## config.mk

```make
export PLATFORM = sky130hd
export DESIGN_NAME = atf_task_file
export DESIGN_NICKNAME = d
export VERILOG_FILES = /design/src/core/atf_pkg.sv /design/src/core/atf_task_file.sv
export SDC_FILE = /design/constraint.sdc
export NUM_CORES = 1
export LEC_CHECK = 0
export BUFFER_PORTS_ARGS = -buffer_cell sky130_fd_sc_hd__buf_2
export CAP_MARGIN = 20
export CORE_MARGIN = 3
export CORE_UTILIZATION = 53
export CTS_BUF_LIST = sky130_fd_sc_hd__clkbuf_4
export DETAILED_ROUTE_END_ITERATION = 10
export PLACE_DENSITY = 0.81
export SYNTH_ARGS = -nofsm -noshare
export SYNTH_HDL_FRONTEND = slang
export SYNTH_SLANG_ARGS = --single-unit
```

## constraint.sdc

```tcl
create_clock -name clock -period 3 [get_ports clock]
set_clock_uncertainty 0.05 [all_clocks]
set_input_delay 0.6 -clock clock [delete_from_list [all_inputs] [get_ports clock]]
set_output_delay 0.6 -clock clock [all_outputs]
set_load 0.005 [all_outputs]
```

## src/core/atf_pkg.sv

```systemverilog
/*
  Package for the task-file register bank: register offsets, bit positions,
  reset values and the carrier structs shared with the host-side access port.
  Assumes the host access has already been resolved to a 4-bit offset and
  two byte-lane enables by the pin-level logic of the card.
*/
package atf_pkg;

  // ****************************************************************
  // Register offsets (4-bit task-file offset)
  // ****************************************************************
  localparam logic [3:0] ATF_OFF_DATA   = 4'h0;
  localparam logic [3:0] ATF_OFF_ERRFEA = 4'h1;
  localparam logic [3:0] ATF_OFF_COUNT  = 4'h2;
  localparam logic [3:0] ATF_OFF_ADDR0  = 4'h3;
  localparam logic [3:0] ATF_OFF_ADDR1  = 4'h4;
  localparam logic [3:0] ATF_OFF_ADDR2  = 4'h5;
  localparam logic [3:0] ATF_OFF_UNIT   = 4'h6;
  localparam logic [3:0] ATF_OFF_COND   = 4'h7;
  localparam logic [3:0] ATF_OFF_ERRDUP = 4'hd;
  localparam logic [3:0] ATF_OFF_CTRL   = 4'he;

  // ****************************************************************
  // Error register bits
  // ****************************************************************
  localparam int ATF_ERR_BBK  = 7;
  localparam int ATF_ERR_UNC  = 6;
  localparam int ATF_ERR_SECTOR_ID_MISSING_FLAG = 4;
  localparam int ATF_ERR_COMMAND_ABORT_FLAG = 2;
  localparam int ATF_ERR_GEN  = 0;
  localparam logic [7:0] ATF_ERR_MASK = 8'hd5;

  // ****************************************************************
  // Unit/address-top register bits
  // ****************************************************************
  localparam int ATF_UNIT_LBA  = 6;
  localparam int ATF_UNIT_CARD = 4;
  localparam int ATF_UNIT_HSHI = 3;
  localparam logic [7:0] ATF_UNIT_RESET = 8'ha0;

  // ****************************************************************
  // Status register bits
  // ****************************************************************
  localparam int ATF_ST_BSY  = 7;
  localparam int ATF_ST_RDY  = 6;
  localparam int ATF_ST_DWF  = 5;
  localparam int ATF_ST_DSC  = 4;
  localparam int ATF_ST_DRQ  = 3;
  localparam int ATF_ST_CORRECTED_DATA_FLAG = 2;
  localparam int ATF_ST_ERR  = 0;

  // ****************************************************************
  // Host control register bits
  // ****************************************************************
  localparam int ATF_CTL_SRST = 2;
  localparam int ATF_CTL_NIEN = 1;

  localparam logic [7:0] ATF_BYTE_ZERO  = 8'h00;
  localparam logic [7:0] ATF_COUNT_ONE  = 8'h01;
  localparam logic [8:0] ATF_COUNT_FULL = 9'h100;

  // ****************************************************************
  // Carriers
  // ****************************************************************
  typedef struct packed {
    logic        rd;        // One-cycle read strobe
    logic        wr;        // One-cycle write strobe
    logic [3:0]  offset;    // Task-file offset
    logic        low_byte_enable_n;
    logic        high_byte_enable_n;
    logic        pc_card;   // PC Card modes when high
    logic [15:0] wdata;
  } atf_host_req_t;

  typedef struct packed {
    logic       set_bad_block;
    logic       set_uncorrectable;
    logic       set_id_missing;
    logic       set_abort;
    logic       set_general;
    logic       set_write_fault;
    logic       set_corrected;
    logic       cmd_start;     // Clears error state for a new command
    logic       busy;
    logic       ready;
    logic       seek_done;
    logic       data_request;
    logic       dma_want;      // Engine wants a DMA transfer
    logic       sector_done;   // One sector moved
    logic       cmd_ok;        // Command finished without error
    logic       cmd_fail;      // Command finished with error
    logic       irq_event;     // Engine raises an interrupt
    logic       addr_load;     // Store failing sector address
    logic [27:0] addr_value;
  } atf_engine_t;

  typedef struct packed {
    logic [7:0] err;
    logic [7:0] feature;
    logic [7:0] count;
    logic [7:0] addr0;
    logic [7:0] addr1;
    logic [7:0] addr2;
    logic [7:0] unit;
    logic       write_fault_flag;
    logic       corrected_data_flag;
    logic       errf;
    logic       soft_reset;
    logic       irq_disable;
    logic       irq_pend;
    logic [15:0] rdata;
  } atf_state_t;

endpackage : atf_pkg

```

## src/core/atf_task_file.sv

```systemverilog
/*
  Task-file register bank of the storage card: error/feature, block count,
  start address bytes, unit/address-top, status, shadow status and host
  control. Assumes host strobes arrive one cycle wide on the card clock and
  the command engine drives its status and event inputs on that clock.
*/
// How it works
// - Error register bits 7,6,4,2,0; 5,3,1 zero
// - Abort flag sets on aborted command
// - Error reads, feature writes share offset 1/Dh
// - PC Card offset 0 high-lane read gives error
// - PC Card offset 0 high-lane write loads feature
// - Count zero means 256 blocks
// - Count zero on success, remaining otherwise
// - Linear address from three bytes plus heads
// - Bit 6 picks linear or geometry addressing
// - Unit bit 4 selects card number
// - Busy locks host out, masks other status
// - Status read clears interrupt, shadow not
// - DMA request only while busy or request
// - Ready clear until engine can accept
// - Status bit 5 fault, bit 4 seek done
// - Status bit 3 asks data transfer
// - Corrected flag set, read continues
// - Error flag; bit 1 zero; failing address kept
// - Control writable while busy, unused bits ignored
// - Soft reset held while control bit 2 set
// - Bit 1 disables interrupts, zero after reset
`timescale 1ns/1ns

module atf_task_file
  import atf_pkg::*;
(
  input  wire logic          clock,
  input  wire logic          rst,
  input  wire atf_host_req_t host_req,
  input  wire atf_engine_t   engine,
  output logic [15:0]        host_rdata,
  output logic               irq_out,
  output logic               dma_request,
  output logic               soft_reset_out,
  output logic               linear_addr_select,
  output logic               card_number_bit,
  output logic [3:0]         head_number,
  output logic [27:0]        linear_addr,
  output logic [8:0]         blocks_requested,
  output logic [7:0]         feature_out
);

  // ****************************************************************
  // State
  // ****************************************************************
  atf_state_t st_r;
  atf_state_t st_nxt;

  logic [7:0] status_now;
  logic       hi_lane_only;
  logic       lo_lane;
  logic       host_locked;

  // Assemble the live status byte; while busy other bits read zero
  always_comb
  begin
    status_now = ATF_BYTE_ZERO;
    status_now[ATF_ST_BSY] = engine.busy;
    if (!engine.busy)
    begin
      status_now[ATF_ST_RDY]  = engine.ready;
      status_now[ATF_ST_DWF]  = st_r.write_fault_flag;
      status_now[ATF_ST_DSC]  = engine.seek_done;
      status_now[ATF_ST_DRQ]  = engine.data_request;
      status_now[ATF_ST_CORRECTED_DATA_FLAG] = st_r.corrected_data_flag;
      status_now[ATF_ST_ERR]  = st_r.errf;
    end
  end

  // Lane decode for PC Card byte accesses
  assign hi_lane_only = host_req.pc_card && host_req.low_byte_enable_n
                        && !host_req.high_byte_enable_n;
  assign lo_lane      = !host_req.low_byte_enable_n;
  // Host may not touch command registers while the card owns them
  assign host_locked  = engine.busy;

  // ****************************************************************
  // Next-state logic
  // ****************************************************************
  always_comb
  begin
    st_nxt = st_r;
    // Reads: error on low lane at 1/Dh, or high lane at offset 0
    if (host_req.rd)
    begin
      st_nxt.rdata = 16'h0000;
      case (host_req.offset)
        ATF_OFF_DATA:
        begin
          if (hi_lane_only)
            st_nxt.rdata[15:8] = st_r.err & ATF_ERR_MASK;
        end
        ATF_OFF_ERRFEA, ATF_OFF_ERRDUP:
        begin
          if (hi_lane_only)
            st_nxt.rdata[15:8] = st_r.err & ATF_ERR_MASK;
          else
            st_nxt.rdata[7:0]  = st_r.err & ATF_ERR_MASK;
        end
        ATF_OFF_COUNT: st_nxt.rdata[7:0] = st_r.count;
        ATF_OFF_ADDR0: st_nxt.rdata[7:0] = st_r.addr0;
        ATF_OFF_ADDR1: st_nxt.rdata[7:0] = st_r.addr1;
        ATF_OFF_ADDR2: st_nxt.rdata[7:0] = st_r.addr2;
        ATF_OFF_UNIT:  st_nxt.rdata[7:0] = st_r.unit;
        ATF_OFF_COND, ATF_OFF_CTRL: st_nxt.rdata[7:0] = status_now;
        default:       st_nxt.rdata = 16'h0000;
      endcase
    end

    // Host writes to the command block, refused while busy
    if (host_req.wr && !host_locked && !st_r.soft_reset)
    begin
      case (host_req.offset)
        ATF_OFF_DATA:
        begin
          if (hi_lane_only)
            st_nxt.feature = host_req.wdata[15:8];
        end
        ATF_OFF_ERRFEA, ATF_OFF_ERRDUP:
        begin
          if (hi_lane_only)
            st_nxt.feature = host_req.wdata[15:8];
          else if (lo_lane || !host_req.pc_card)
            st_nxt.feature = host_req.wdata[7:0];
        end
        ATF_OFF_COUNT: st_nxt.count = host_req.wdata[7:0];
        ATF_OFF_ADDR0: st_nxt.addr0 = host_req.wdata[7:0];
        ATF_OFF_ADDR1: st_nxt.addr1 = host_req.wdata[7:0];
        ATF_OFF_ADDR2: st_nxt.addr2 = host_req.wdata[7:0];
        // Bits 7 and 5 are stored as written and not used
        ATF_OFF_UNIT:  st_nxt.unit  = host_req.wdata[7:0];
        default: ;
      endcase
    end

    // Control register accepted at any time, only bits 2 and 1 kept
    if (host_req.wr && host_req.offset == ATF_OFF_CTRL)
    begin
      st_nxt.soft_reset  = host_req.wdata[ATF_CTL_SRST];
      st_nxt.irq_disable = host_req.wdata[ATF_CTL_NIEN];
    end

    // Engine progress: error clear at start, block count, failing address
    if (engine.cmd_start)
    begin
      st_nxt.err  = ATF_BYTE_ZERO;
      st_nxt.write_fault_flag  = 1'b0;
      st_nxt.corrected_data_flag = 1'b0;
      st_nxt.errf = 1'b0;
    end
    if (engine.sector_done)
      st_nxt.count = st_r.count - ATF_COUNT_ONE;
    if (engine.cmd_ok)
      st_nxt.count = ATF_BYTE_ZERO;
    if (engine.addr_load)
    begin
      st_nxt.addr0 = engine.addr_value[7:0];
      st_nxt.addr1 = engine.addr_value[15:8];
      st_nxt.addr2 = engine.addr_value[23:16];
      st_nxt.unit[ATF_UNIT_HSHI:0] = engine.addr_value[27:24];
    end

    // Error causes; sets come after the command-start clear
    if (engine.set_bad_block)     st_nxt.err[ATF_ERR_BBK]  = 1'b1;
    if (engine.set_uncorrectable) st_nxt.err[ATF_ERR_UNC]  = 1'b1;
    if (engine.set_id_missing)    st_nxt.err[ATF_ERR_SECTOR_ID_MISSING_FLAG] = 1'b1;
    if (engine.set_abort)         st_nxt.err[ATF_ERR_COMMAND_ABORT_FLAG] = 1'b1;
    if (engine.set_general)       st_nxt.err[ATF_ERR_GEN]  = 1'b1;
    if (engine.set_write_fault)   st_nxt.write_fault_flag  = 1'b1;
    if (engine.set_corrected)     st_nxt.corrected_data_flag = 1'b1;
    if (engine.cmd_fail)          st_nxt.errf = 1'b1;

    // Pending interrupt: status read clears, new event wins
    if (host_req.rd && host_req.offset == ATF_OFF_COND)
      st_nxt.irq_pend = 1'b0;
    if (engine.irq_event)
      st_nxt.irq_pend = 1'b1;

    // Soft reset returns the command block, except the feature register, to its idle values
    if (st_r.soft_reset)
    begin
      st_nxt.err      = ATF_BYTE_ZERO;
      st_nxt.count    = ATF_COUNT_ONE;
      st_nxt.addr0    = ATF_COUNT_ONE;
      st_nxt.addr1    = ATF_BYTE_ZERO;
      st_nxt.addr2    = ATF_BYTE_ZERO;
      st_nxt.unit     = ATF_UNIT_RESET;
      st_nxt.write_fault_flag      = 1'b0;
      st_nxt.corrected_data_flag     = 1'b0;
      st_nxt.errf     = 1'b0;
      st_nxt.irq_pend = 1'b0;
    end
  end

  // ****************************************************************
  // Registers
  // ****************************************************************
  always_ff @(posedge clock or posedge rst)
  begin
    if (rst)
    begin
      st_r <= '0;
      st_r.count <= ATF_COUNT_ONE;
      st_r.addr0 <= ATF_COUNT_ONE;
      st_r.unit  <= ATF_UNIT_RESET;
      st_r.irq_disable <= 1'b0;
    end
    else
      st_r <= st_nxt;
  end

  // ****************************************************************
  // Outputs
  // ****************************************************************
  assign host_rdata         = st_r.rdata;
  assign irq_out            = st_r.irq_pend && !st_r.irq_disable;
  assign dma_request        = engine.dma_want &&
                              (engine.busy || engine.data_request);
  assign soft_reset_out     = st_r.soft_reset;
  assign linear_addr_select = st_r.unit[ATF_UNIT_LBA];
  assign card_number_bit    = st_r.unit[ATF_UNIT_CARD];
  assign head_number        = st_r.unit[ATF_UNIT_HSHI:0];
  assign linear_addr        = {st_r.unit[ATF_UNIT_HSHI:0], st_r.addr2,
                               st_r.addr1, st_r.addr0};
  assign blocks_requested   = (st_r.count == ATF_BYTE_ZERO) ?
                              ATF_COUNT_FULL : {1'b0, st_r.count};
  assign feature_out        = st_r.feature;

  // ****************************************************************
  // Assertions
  // ****************************************************************
  a_err_zero_bits: assert property (@(posedge clock) disable iff (rst)
    $rose(host_req.rd) ##0 (host_req.offset == ATF_OFF_ERRFEA) |=>
      (host_rdata[5] == 1'b0 && host_rdata[3] == 1'b0
       && host_rdata[1] == 1'b0))
    else $error("Error register reserved bit set");

  a_abort_sets: assert property (@(posedge clock) disable iff (rst)
    engine.set_abort && !st_r.soft_reset |=> st_r.err[ATF_ERR_COMMAND_ABORT_FLAG])
    else $error("Abort flag not set");

  a_count_full: assert property (@(posedge clock) disable iff (rst)
    (st_r.count == ATF_BYTE_ZERO) |-> blocks_requested == ATF_COUNT_FULL)
    else $error("Zero count not 256");

  a_count_done: assert property (@(posedge clock) disable iff (rst)
    engine.cmd_ok && !st_r.soft_reset |=> st_r.count == ATF_BYTE_ZERO)
    else $error("Count not zero after success");

  a_busy_masks: assert property (@(posedge clock) disable iff (rst)
    host_req.rd && engine.busy && host_req.offset == ATF_OFF_COND
    |=> host_rdata[6:0] == 7'h00 && host_rdata[7])
    else $error("Status not masked while busy");

  a_irq_clear: assert property (@(posedge clock) disable iff (rst)
    host_req.rd && host_req.offset == ATF_OFF_COND && !engine.irq_event
    |=> !irq_out)
    else $error("Status read left interrupt");

  a_shadow_keep: assert property (@(posedge clock) disable iff (rst)
    host_req.rd && host_req.offset == ATF_OFF_CTRL && st_r.irq_pend
    && !st_r.soft_reset |=> st_r.irq_pend)
    else $error("Shadow read cleared interrupt");

  a_dma_gate: assert property (@(posedge clock) disable iff (rst)
    dma_request |-> (engine.busy || engine.data_request))
    else $error("DMA request without busy or request");

  a_ctrl_busy: assert property (@(posedge clock) disable iff (rst)
    host_req.wr && host_req.offset == ATF_OFF_CTRL
    |=> soft_reset_out == $past(host_req.wdata[ATF_CTL_SRST]))
    else $error("Control write lost");

  a_irq_mask: assert property (@(posedge clock) disable iff (rst)
    st_r.irq_disable |-> !irq_out)
    else $error("Interrupt not masked");

endmodule : atf_task_file

```

# After elaboration in Yosys (flattened, before gate mapping)
# Cells that the tools add are included.
[op_classes]
add_sub_neg = 1
eq_ne = 11
n_mux = 36
reduce_logical = 47
[op_table]
columns = ["op", "n"]
rows = [
  ["$mux 8", 15],
  ["$pmux 8 s7", 1],
  ["$mux 43", 1],
  ["$reduce_bool 3->1", 14],
  ["$mux 40", 1],
  ["$mux 24", 1],
  ["$eq 4x3->1 const B", 4],
  ["$pmux 8 s2", 1],
  ["$mux 1", 12],
  ["$reduce_and 2->1", 6],
  ["$mux 9", 1],
  ["$eq 4x2->1 const B", 2],
  ["$eq 4x4->1 const B", 2],
  ["$logic_and 1x1->1", 8],
  ["$logic_not 8->1", 1],
  ["$reduce_bool 4->1", 2],
  ["$sub 8x1->8 const B", 1],
  ["$logic_not 1->1", 6],
  ["$reduce_bool 2->1", 3],
  ["$mux 5", 1],
  ["$eq 4x1->1 const B", 1],
  ["$logic_not 4->1", 1],
  ["$mux 4", 1],
  ["$reduce_and 4->1", 1],
  ["other kinds (6)", 8],
]
[totals]
regBits = 75
inputBits = 73
output_inout_bits = 70
word_cells = 114

# Depth between registers and ports, before layout
# Gate-level depths: netlist of run 1.
[depth]
ltp_word = 7
ltp_mapped = 6
depth_no_buf = 6

# Worst setup path before layout of run 1
# No wires, ideal clock.
[synth_timing]
path_kind = "register to output"
from = "register st_r[56] (netlist name)"
to = "output port blocks_requested[0]"
arrival_time_ns = 1.572
required_time_ns = 2.350
slack_ns = 0.778
stages_incl_launch_ff = 4
path_buffers = 0
path_cell_list = "dfrtp_1 > or4_1 > nor4b_1 > nor2_1"
[synth_via]
elab_chain_cells = 2
[synth_lines]
columns = ["item", "line", "rtl"]
rows = [
  ["start: declaration", "atf_task_file.sv:53", "atf_state_t st_r;"],
  ["start signal: assignment", "atf_task_file.sv:216", "st_r <= st_nxt;"],
  ["$logic_not 8->1", "atf_task_file.sv:232", "assign blocks_requested = (st_r.count == ATF_BYTE_ZERO) ?"],
  ["$mux 9", "atf_task_file.sv:232", ""],
  ["end: declaration", "atf_task_file.sv:46", "output logic [8:0] blocks_requested,"],
]
# Every way passes these cells.

# Final worst setup path of run 1
[layout_timing]
from = "register st_r[56] (netlist name)"
to = "output port blocks_requested[1]"
# The elaborated chain is that of the path after synthesis.

==> flow_summary.toml, run 1 <==
[yosys]
ys_async_sr_fraction = 1.00
synth-seq-area-share = 0.405
synth_most_common_cell = "dfrtp_1"
synth_edf_count = 0
synth_compound_area_frac = 0.175
yosysTopAreaCell = "dfrtp_1"
synth_xor_area_frac = 0.00393
yosys-top-cells-area = "dfrtp_1 38%, buf_4 9.8%, mux2_2 6.6%"
muxShareOfSynthArea = 0.113
synthesis.area_sq_um = 4460
synth_top_family_by_area = "compound AO/OA/AOI/OAI gates"
yosys_warnings = 0
synthCells = 469
synth.distinct_cells = 61
synth_area_per_cell_sq_um = 9.50
synth_top_cells_by_count = "68 x dfrtp_1, 58 x buf_4, 46 x nand2_1, 36 x a21oi_1, 31 x nor2_1"
synth_fa_ha_area_frac = 0.00561
synth_top_area_frac = 0.382
synthSimpleGateAreaFrac = 0.161
ys_ff_latch = 72
ys.flop_type = "dfrtp_1"

[sta]
setup_tns_ns = 0
finalCritPeriodShare = 0.936
finalSetupViolCount = 0
timing.final.hold_violations = 0
max_freq_mhz = 356
slew_headroom = 0.387
drv_slew = 0
worst_slack_ns = 0.192
tightest_slew_ns = 0.918
rsz0062_at_grt = "false"
period_needed_ns = 2.81

[critical_path]
crit_slowest_cell = "or4_1"
rrSetupSlack_ns = 0.96
rr_worst_depth = 2
r2r-end = "feature_out[4]"
crit_fanout = 7
critPathLaunchType = "register"
r2r-start = "soft_reset_out"
crit_arrival_ns = 2.16
crit_type = "reg -> out"
max_stage_delay_ns = 0.61
crit_path_cell_trace = "or4_1 > nor4b_1 > nor2_1 > buf_2"
critical_path_required_ns = 2.35
cp-end-kind = "primary output"

[cells_and_area]
finalInstanceArea_sq_um = 4970
num_antenna_cells = 0
final_layout_size_suffix_gt1_frac = 0.388
n_fill_cell = 670
nets = 614
area_growth_syn_to_layout_pct = 11.4
fin_util = 0.626

[die]
core_area_sq_um = 7930
initial_utilization = 0.562
chipHeight_microns = 97.7
die_w_microns = 97.7
core.rowCount = 32
dieArea_sq_um = 9550
ios = 143

[global_route]
antenna_found_initial = 0
grt_pass1_vias = 3737
grt_max_degree = 40
grt-ovfl-total = 0
track_usage = 0.256
grt_pass1_wl_microns = 19400

[placed_design]
hpwlAfterDp_microns = 9360
io_buffers = 139
place_ws_ns = 0.429
placed_area_sq_um = 4780
place.gp.congestion = 0.948

[clock_network]
post_cts_buffers = 0
path_clk_slew_ns = 0.12
clk_root_buffer_cell = "clkbuf_4"
htree_levels = 3
ctsHoldBuffers = 0
cts_sinks = 72
cts_tree = "done"
cts-resized-gates = 0
clock_path_buffers = 2
cts_buffers = 9
insertion_delay_ns = 0.42

[outcome]
outcome = "completed"

[detailed_routing]
vias_per_cell = 5.95
final_antenna_net_count = 0
wl_per_cell_microns = 19.1
drc = 0
drt_first_iter_violations = 384
routed_wl_microns = 12400
num_vias = 3845
drt_pass1_iterations = 5

[power_and_ir_drop]
ir_drop_v = 0.000260
pwr_density_cell_nw_per_um2 = 559
leakage_nw = 2.42

[min_path]
hp-class = "in -> async"

[job]
cap_violations = 0
==> metrics by stage <==
step / total power (W) / hold slack [ns] / cells
global route: 0.00293 / 0.253 / 646
global placement: 0.00198 / 0.422 / 630
detailed placement: 0.00200 / 0.426 / 630
finish: 0.00278 / 0.241 / 646
CTS: 0.00279 / 0.235 / 646
floorplan: 0.00182 / 0.406 / 471
==> per-layer routing <==
metal  vias to the layer above  wire (microns)  GRT usage
met5                         -               0          0
met3                        23            1050     0.0632
met1                      1867            5090      0.342
li1                       1763               -          -
met4                         0             308     0.0905
met2                       192            5900      0.407
==> final cells by class <==
class | count | area, sq um | share of cell area
Timing Repair Buffer | 145 | 753 | 0.152
Clock inverter | 7 | 119 | 0.0239
Multi-Input combinational cell | 301 | 2050 | 0.414
Clock buffer | 9 | 67.6 | 0.0136
Tap cell | 102 | 128 | 0.0257
Sequential cell | 72 | 1810 | 0.364
Inverter | 10 | 37.5 | 0.00756
==> report_power, final <==
part	switching [W]	total, W	internal [W]	leakage, nW
combinational	0.000359	0.000706	0.000347	1.41
sequential	0.000161	0.00128	0.00112	0.917
clock	0.000364	0.000788	0.000423	0.0942
==> how the worst max path moves through the flow <==
stage	from	to	slack, ns	cells past startpoint
2_1_floorplan	rst	card_number_bit	0.53	1
6_report	st_r[56]	blocks_requested[1]	0.19	4
5_1_grt	st_r[56]	blocks_requested[0]	0.06	4
3_3_place_gp	host_req[21]	feature_out[2]	0.48	5
4_1_cts	st_r[56]	blocks_requested[0]	0.17	4
3_5_place_dp	host_req[21]	feature_out[4]	0.43	5
==> critical path: cells and delay by family, from the launching register on <==
| kind | cells | cell delay [ns] |
|---|---|---|
| and+or+nand+nor | 3 | 1.15 |
| buffers and inverters | 1 | 0.14 |
| DFF | 1 | 0.46 |
==> placed cells by master, fill, tap and decap left out, types with 7 or more instances in the layout <==
master / synthesis / routed
inv_1: 9 / 8
mux2_4: 8 / 8
nand3b_1: 8 / 8
clkbuf_4: 0 / 9
mux2i_1: 9 / 9
a22o_1: 7 / 7
a21oi_1: 36 / 36
a211oi_1: 11 / 11
nor2b_1: 7 / 7
nand2_1: 46 / 46
mux2_2: 26 / 26
nor2_1: 31 / 31
nand3_1: 12 / 12
buf_2: 2 / 139
a22oi_1: 16 / 16
dfrtp_1: 68 / 68
==> kinds of logic (layout without fill, tap and decap cells) <==
logic type                 after synthesis  count (layout)
and+or+nand+nor                        139             139
AOI/OAI and AO/OA                      112             112
buffers and inverters                   98             171
DFF                                     72              72
muxes                                   43              43
adders and majority gates                2               2
xor gates and xnor gates                 2               2
other                                    1               3
==> flip-flops by register name (all words and copies together), names as in the netlist <==
register            flops
card_number_bit         1
linear_addr            24
host_rdata             13
head_number             4
st_r                   20
soft_reset_out          1
feature_out             8
linear_addr_select      1
Power figures use the tool's default switching activity.
==> run 2, diff against run 1 <==
--- a/config.mk
+++ b/config.mk
@@ -8,10 +8,10 @@
 export BUFFER_PORTS_ARGS = -buffer_cell sky130_fd_sc_hd__buf_2
 export CAP_MARGIN = 20
 export CORE_MARGIN = 3
-export CORE_UTILIZATION = 53
-export CTS_BUF_LIST = sky130_fd_sc_hd__clkbuf_4
+export CORE_UTILIZATION = 52
+export CTS_BUF_LIST = sky130_fd_sc_hd__clkbuf_4 sky130_fd_sc_hd__clkbuf_8 sky130_fd_sc_hd__clkbuf_16
 export DETAILED_ROUTE_END_ITERATION = 10
-export PLACE_DENSITY = 0.81
+export PLACE_DENSITY = 0.79
 export SYNTH_ARGS = -nofsm -noshare
 export SYNTH_HDL_FRONTEND = slang
 export SYNTH_SLANG_ARGS = --single-unit
==> flow_summary.toml, run 2 (synthesis results as in run 1) <==
[power_and_ir_drop]
leakage_nw = 2.42
pwr_density_cell_nw_per_um2 = 556
ir_drop_v = 0.000298

[detailed_routing]
wl_met1_microns = 5450
routed_wl_microns = 12600
top_layer_used = "met4"
dr_wl_met3_microns = 1110
num_vias = 3847
drt_first_iter_violations = 404
wl_met2_microns = 5720
drc = 0
final_antenna_net_count = 0
vias_per_cell = 5.93
drt_pass1_iterations = 5
wl_per_cell_microns = 19.5

[clock_network]
post_cts_buffers = 0
cts_sinks = 72
cts_buffers = 9
htree_levels = 3
clk_root_buffer_cell = "clkbuf_8"
clock_path_buffers = 2
ctsHoldBuffers = 0
insertion_delay_ns = 0.36
path_clk_slew_ns = 0.08
cts_tree = "done"
cts-resized-gates = 0

[die]
core_area_sq_um = 8260
initial_utilization = 0.540
dieArea_sq_um = 9720
chipHeight_microns = 98.6
ios = 143
core.rowCount = 33
die_w_microns = 98.6

[sta]
max_freq_mhz = 364
setup_tns_ns = 0
tightest_slew_ns = 0.961
period_needed_ns = 2.75
rsz0062_at_grt = "false"
finalSetupViolCount = 0
timing.final.hold_violations = 0
slew_headroom = 0.359
drv_slew = 0
finalCritPeriodShare = 0.916

[global_route]
antenna_found_initial = 0
track_usage = 0.264
grt-ovfl-total = 0
grt_pass1_wl_microns = 20200
grt_pass1_vias = 3741
grt_max_degree = 48

[min_path]
hp-class = "in -> async"

[critical_path]
crit_fanout = 7
crit_path_cell_trace = "or4_1 > nor4b_1 > nor2_1 > buf_2"
crit_arrival_ns = 2.10
crit_type = "reg -> out"
critPathLaunchType = "register"
critical_path_required_ns = 2.35
crit_slowest_cell = "or4_1"
max_stage_delay_ns = 0.62
cp-end-kind = "primary output"

[placed_design]
place.gp.congestion = 0.910
hpwlAfterDp_microns = 9360
placed_area_sq_um = 4780
io_buffers = 139

[cells_and_area]
n_fill_cell = 738
nets = 614
final_layout_size_suffix_gt1_frac = 0.390
largest_register_ffs = 24
final_common_cell = "buf_2"
area_growth_syn_to_layout_pct = 11.7
finalInstanceArea_sq_um = 4980
num_antenna_cells = 0
layout_common_cells = "139 x buf_2, 68 x dfrtp_1, 46 x nand2_1"

[job]
cap_violations = 0

[outcome]
outcome = "completed"
run 2: cell count changes in the layout (fill, tap and decap cells not counted), sizes merged:
cell / before / now
clkinvlp: 1 / 3
bufinv: 3 / 1
run 2: stage by stage:
| step | total power [W] | cells | utilization | hold WS, ns | setup slack, ns |
|---|---|---|---|---|---|
| detailed placement | 0.00201 | 633 | 0.579 | 0.418 | 0.420 |
| finish | 0.00277 | 649 | 0.603 | 0.243 | 0.252 |
| global placement | 0.00199 | 633 | 0.579 | 0.420 | 0.501 |
| global route | 0.00292 | 649 | 0.603 | 0.290 | 0.0294 |
| floorplan | 0.00182 | 471 | - | 0.406 | 0.532 |
| CTS | 0.00277 | 649 | 0.603 | 0.256 | 0.235 |
run 2: report_power, final:
group	switching (W)	total, W	internal [W]	leakage, nW
Clock	0.000388	0.000771	0.000383	0.0916
Combinational	0.000379	0.000727	0.000348	1.41
Sequential	0.000147	0.00127	0.00112	0.917
Total	0.000914	0.00277	0.00186	2.42
run 2: final timing paths:
| path | start | endpoint | slack (ns) | depth (start not counted) |
|---|---|---|---|---|
| worst min register to register | host_rdata[5] | host_rdata[5] | 0.43 | 1 |
| worst max register to register | st_r[56] | st_r[61] | 1.16 | 3 |
| worst min-delay path | rst | feature_out[2] | 0.24 | 2 |
| worst max-delay path | st_r[56] | blocks_requested[0] | 0.25 | 4 |
| max in group asynchronous | rst | st_r[29] | 1.95 | 3 |
| min in group clock | engine[41] | st_r[70] | 0.41 | 3 |
run 2: cell type report:
cell class,count,area [sq um],area share
inverters,10,37.5,0.00754
repair buffers,145,753,0.151
clock buffers,9,124,0.0249
flip-flops and latches,72,1810,0.363
clock inverters,7,71.3,0.0143
multi-input cells,301,2050,0.413
well taps,105,131,0.0264
run 2: worst max-delay path, delay by kind of cell (launching register included):
kind | cells | cell delay, ns
buf+inv | 1 | 0.14
flops | 1 | 0.46
simple gates | 3 | 1.15
run 2: metal layers:
| metal | GRT usage | vias to the layer above |
|---|---|---|
| met5 | 0 | - |
| met4 | 0.106 | 0 |
| met3 | 0.0474 | 29 |
| met2 | 0.398 | 207 |
| met1 | 0.379 | 1849 |
| li1 | - | 1762 |
==> run 3, diff against run 2 <==
--- a/config.mk
+++ b/config.mk
@@ -8,10 +8,10 @@
 export BUFFER_PORTS_ARGS = -buffer_cell sky130_fd_sc_hd__buf_2
 export CAP_MARGIN = 20
 export CORE_MARGIN = 3
-export CORE_UTILIZATION = 52
+export CORE_UTILIZATION = 56
 export CTS_BUF_LIST = sky130_fd_sc_hd__clkbuf_4 sky130_fd_sc_hd__clkbuf_8 sky130_fd_sc_hd__clkbuf_16
 export DETAILED_ROUTE_END_ITERATION = 10
-export PLACE_DENSITY = 0.79
+export PLACE_DENSITY = 0.85
 export SYNTH_ARGS = -nofsm -noshare
 export SYNTH_HDL_FRONTEND = slang
 export SYNTH_SLANG_ARGS = --single-unit
==> constraint.sdc (replaced) <==
create_clock -name clock -period 3.4 [get_ports clock]
set_clock_uncertainty 0.05 [all_clocks]
set_input_delay 0.68 -clock clock [delete_from_list [all_inputs] [get_ports clock]]
set_output_delay 0.68 -clock clock [all_outputs]
set_load 0.005 [all_outputs]
==> flow_summary.toml, run 3 (synthesis results as in run 1) <==
[clock_network]
cts-resized-gates = 0
insertion_delay_ns = 0.35
post_cts_buffers = 0
clock_path_buffers = 2
ctsHoldBuffers = 0
path_clk_slew_ns = 0.08
cts_tree = "done"
htree_levels = 3
cts_buffers = 9
clk_root_buffer_cell = "clkbuf_8"
cts_sinks = 72

[die]
initial_utilization = 0.595
die_w_microns = 95.2
chipHeight_microns = 95.2
core_area_sq_um = 7490
core.rowCount = 31
ios = 143
dieArea_sq_um = 9060

[critical_path]
crit_type = "reg -> out"
crit_fanout = 7
critical_path_required_ns = 2.67
path_buf_inv = 1
crit_family = "simple AND/OR/NAND/NOR gates"
crit_arrival_ns = 2.17
cp-end-kind = "primary output"
crit_path_cell_trace = "or4_1 > nor4b_1 > nor2_1 > buf_2"
critPathLaunchType = "register"
crit_slowest_cell = "or4_1"
max_stage_delay_ns = 0.61
rrSetupSlack_ns = 1.59

[sta]
timing.final.hold_violations = 0
period_needed_ns = 2.90
setup_tns_ns = 0
slew_headroom = 0.311
max_freq_mhz = 345
worst_slack_ns = 0.501
finalCritPeriodShare = 0.853
rsz0062_at_grt = "false"
drv_slew = 0
finalSetupViolCount = 0
tightest_slew_ns = 1.03

[detailed_routing]
num_vias = 3892
drc = 0
routed_wl_microns = 12600
final_antenna_net_count = 0
drt_pass1_iterations = 5
drt_first_iter_violations = 440
wl_per_cell_microns = 19.7
vias_per_cell = 6.08

[cells_and_area]
nets = 611
seq_area_sq_um = 1810
num_antenna_cells = 0
n_fill_cell = 598
layout_common_cells = "139 x buf_2, 68 x dfrtp_1, 46 x nand2_1"
final_common_cell = "buf_2"
final_layout_size_suffix_gt1_frac = 0.386
largest_register_ffs = 24
area_growth_syn_to_layout_pct = 10.6
multiInputGateArea_sq_um = 2050

[placed_design]
place.gp.congestion = 0.916
hpwlAfterDp_microns = 9310
io_buffers = 139
place_ws_ns = 0.628

[global_route]
grt_pass1_wl_microns = 19000
track_usage = 0.276
grt_pass1_vias = 3684
grt-ovfl-total = 0
grt_max_degree = 47
antenna_found_initial = 0

[power_and_ir_drop]
seqPwrFrac = 0.471
pwr-share-comb = 0.268
leakage_nw = 2.41
p_sw_w = 0.000798
internal-power_w = 0.00159
ir_drop_v = 0.000328
clock_power_share = 0.261
swShare = 0.334
pwr_density_cell_nw_per_um2 = 484

[outcome]
outcome = "completed"

[min_path]
hp-class = "in -> async"

[job]
cap_violations = 0
[run 3: changes by cell type in the layout (fill, tap and decap cells not counted), sizes merged]
| cell | change |
|---|---|
| clkinv | +3 |
| buf | -3 |
| bufinv | -1 |
| inv | -1 |
| clkbuf | +2 |
| clkinvlp | -3 |
[run 3: final timing paths]
check                          from                  end  depth (start not counted)
max                        st_r[56]  blocks_requested[0]                          4
max reg2reg                st_r[56]             st_r[61]                          3
min in group clock         st_r[29]             st_r[29]                          2
min                             rst       feature_out[4]                          2
min reg2reg                st_r[29]             st_r[29]                          2
max in group asynchronous       rst             st_r[27]                          3
[run 3: power groups by stage]
| stage | Combinational [W] | Sequential [W] | Clock (W) |
|---|---|---|---|
| 6_report | 0.000638 | 0.00112 | 0.000623 |
| 5_1_grt | 0.000703 | 0.00114 | 0.000667 |
| 4_1_cts | 0.000637 | 0.00112 | 0.000621 |
| 3_5_place_dp | 0.000634 | 0.00113 | 0 |
| 3_3_place_gp | 0.000613 | 0.00113 | 0 |
| 2_1_floorplan | 0.000525 | 0.00108 | 0 |
[run 3: layout make-up]
cell class,instances,share of cell area
Inverter,10,0.00761
Timing Repair Buffer,142,0.148
Tap cell,99,0.0251
Clock buffer,11,0.0294
Clock inverter,5,0.00660
Multi-Input combinational cell,301,0.417
Sequential cell,72,0.366
[run 3: per-layer routing]
| layer | share of wire | vias to the layer above | track usage |
|---|---|---|---|
| met5 | 0 | - | 0 |
| met4 | 0.023 | 0 | 0.0998 |
| met3 | 0.098 | 26 | 0.0442 |
| met2 | 0.47 | 238 | 0.445 |
| met1 | 0.41 | 1867 | 0.376 |
| li1 | - | 1761 | - |
[run 3: stage by stage]
stage / hold slack (ns) / power, W / instances / util / cell area [sq um]
2_1_floorplan: 0.406 / 0.00161 / 471 / - / 4460
3_3_place_gp: 0.422 / 0.00174 / 624 / 0.635 / 4750
3_5_place_dp: 0.422 / 0.00177 / 624 / 0.635 / 4750
4_1_cts: 0.429 / 0.00238 / 640 / 0.659 / 4930
5_1_grt: 0.457 / 0.00251 / 640 / 0.659 / 4930
6_report: 0.409 / 0.00238 / 640 / 0.659 / 4930
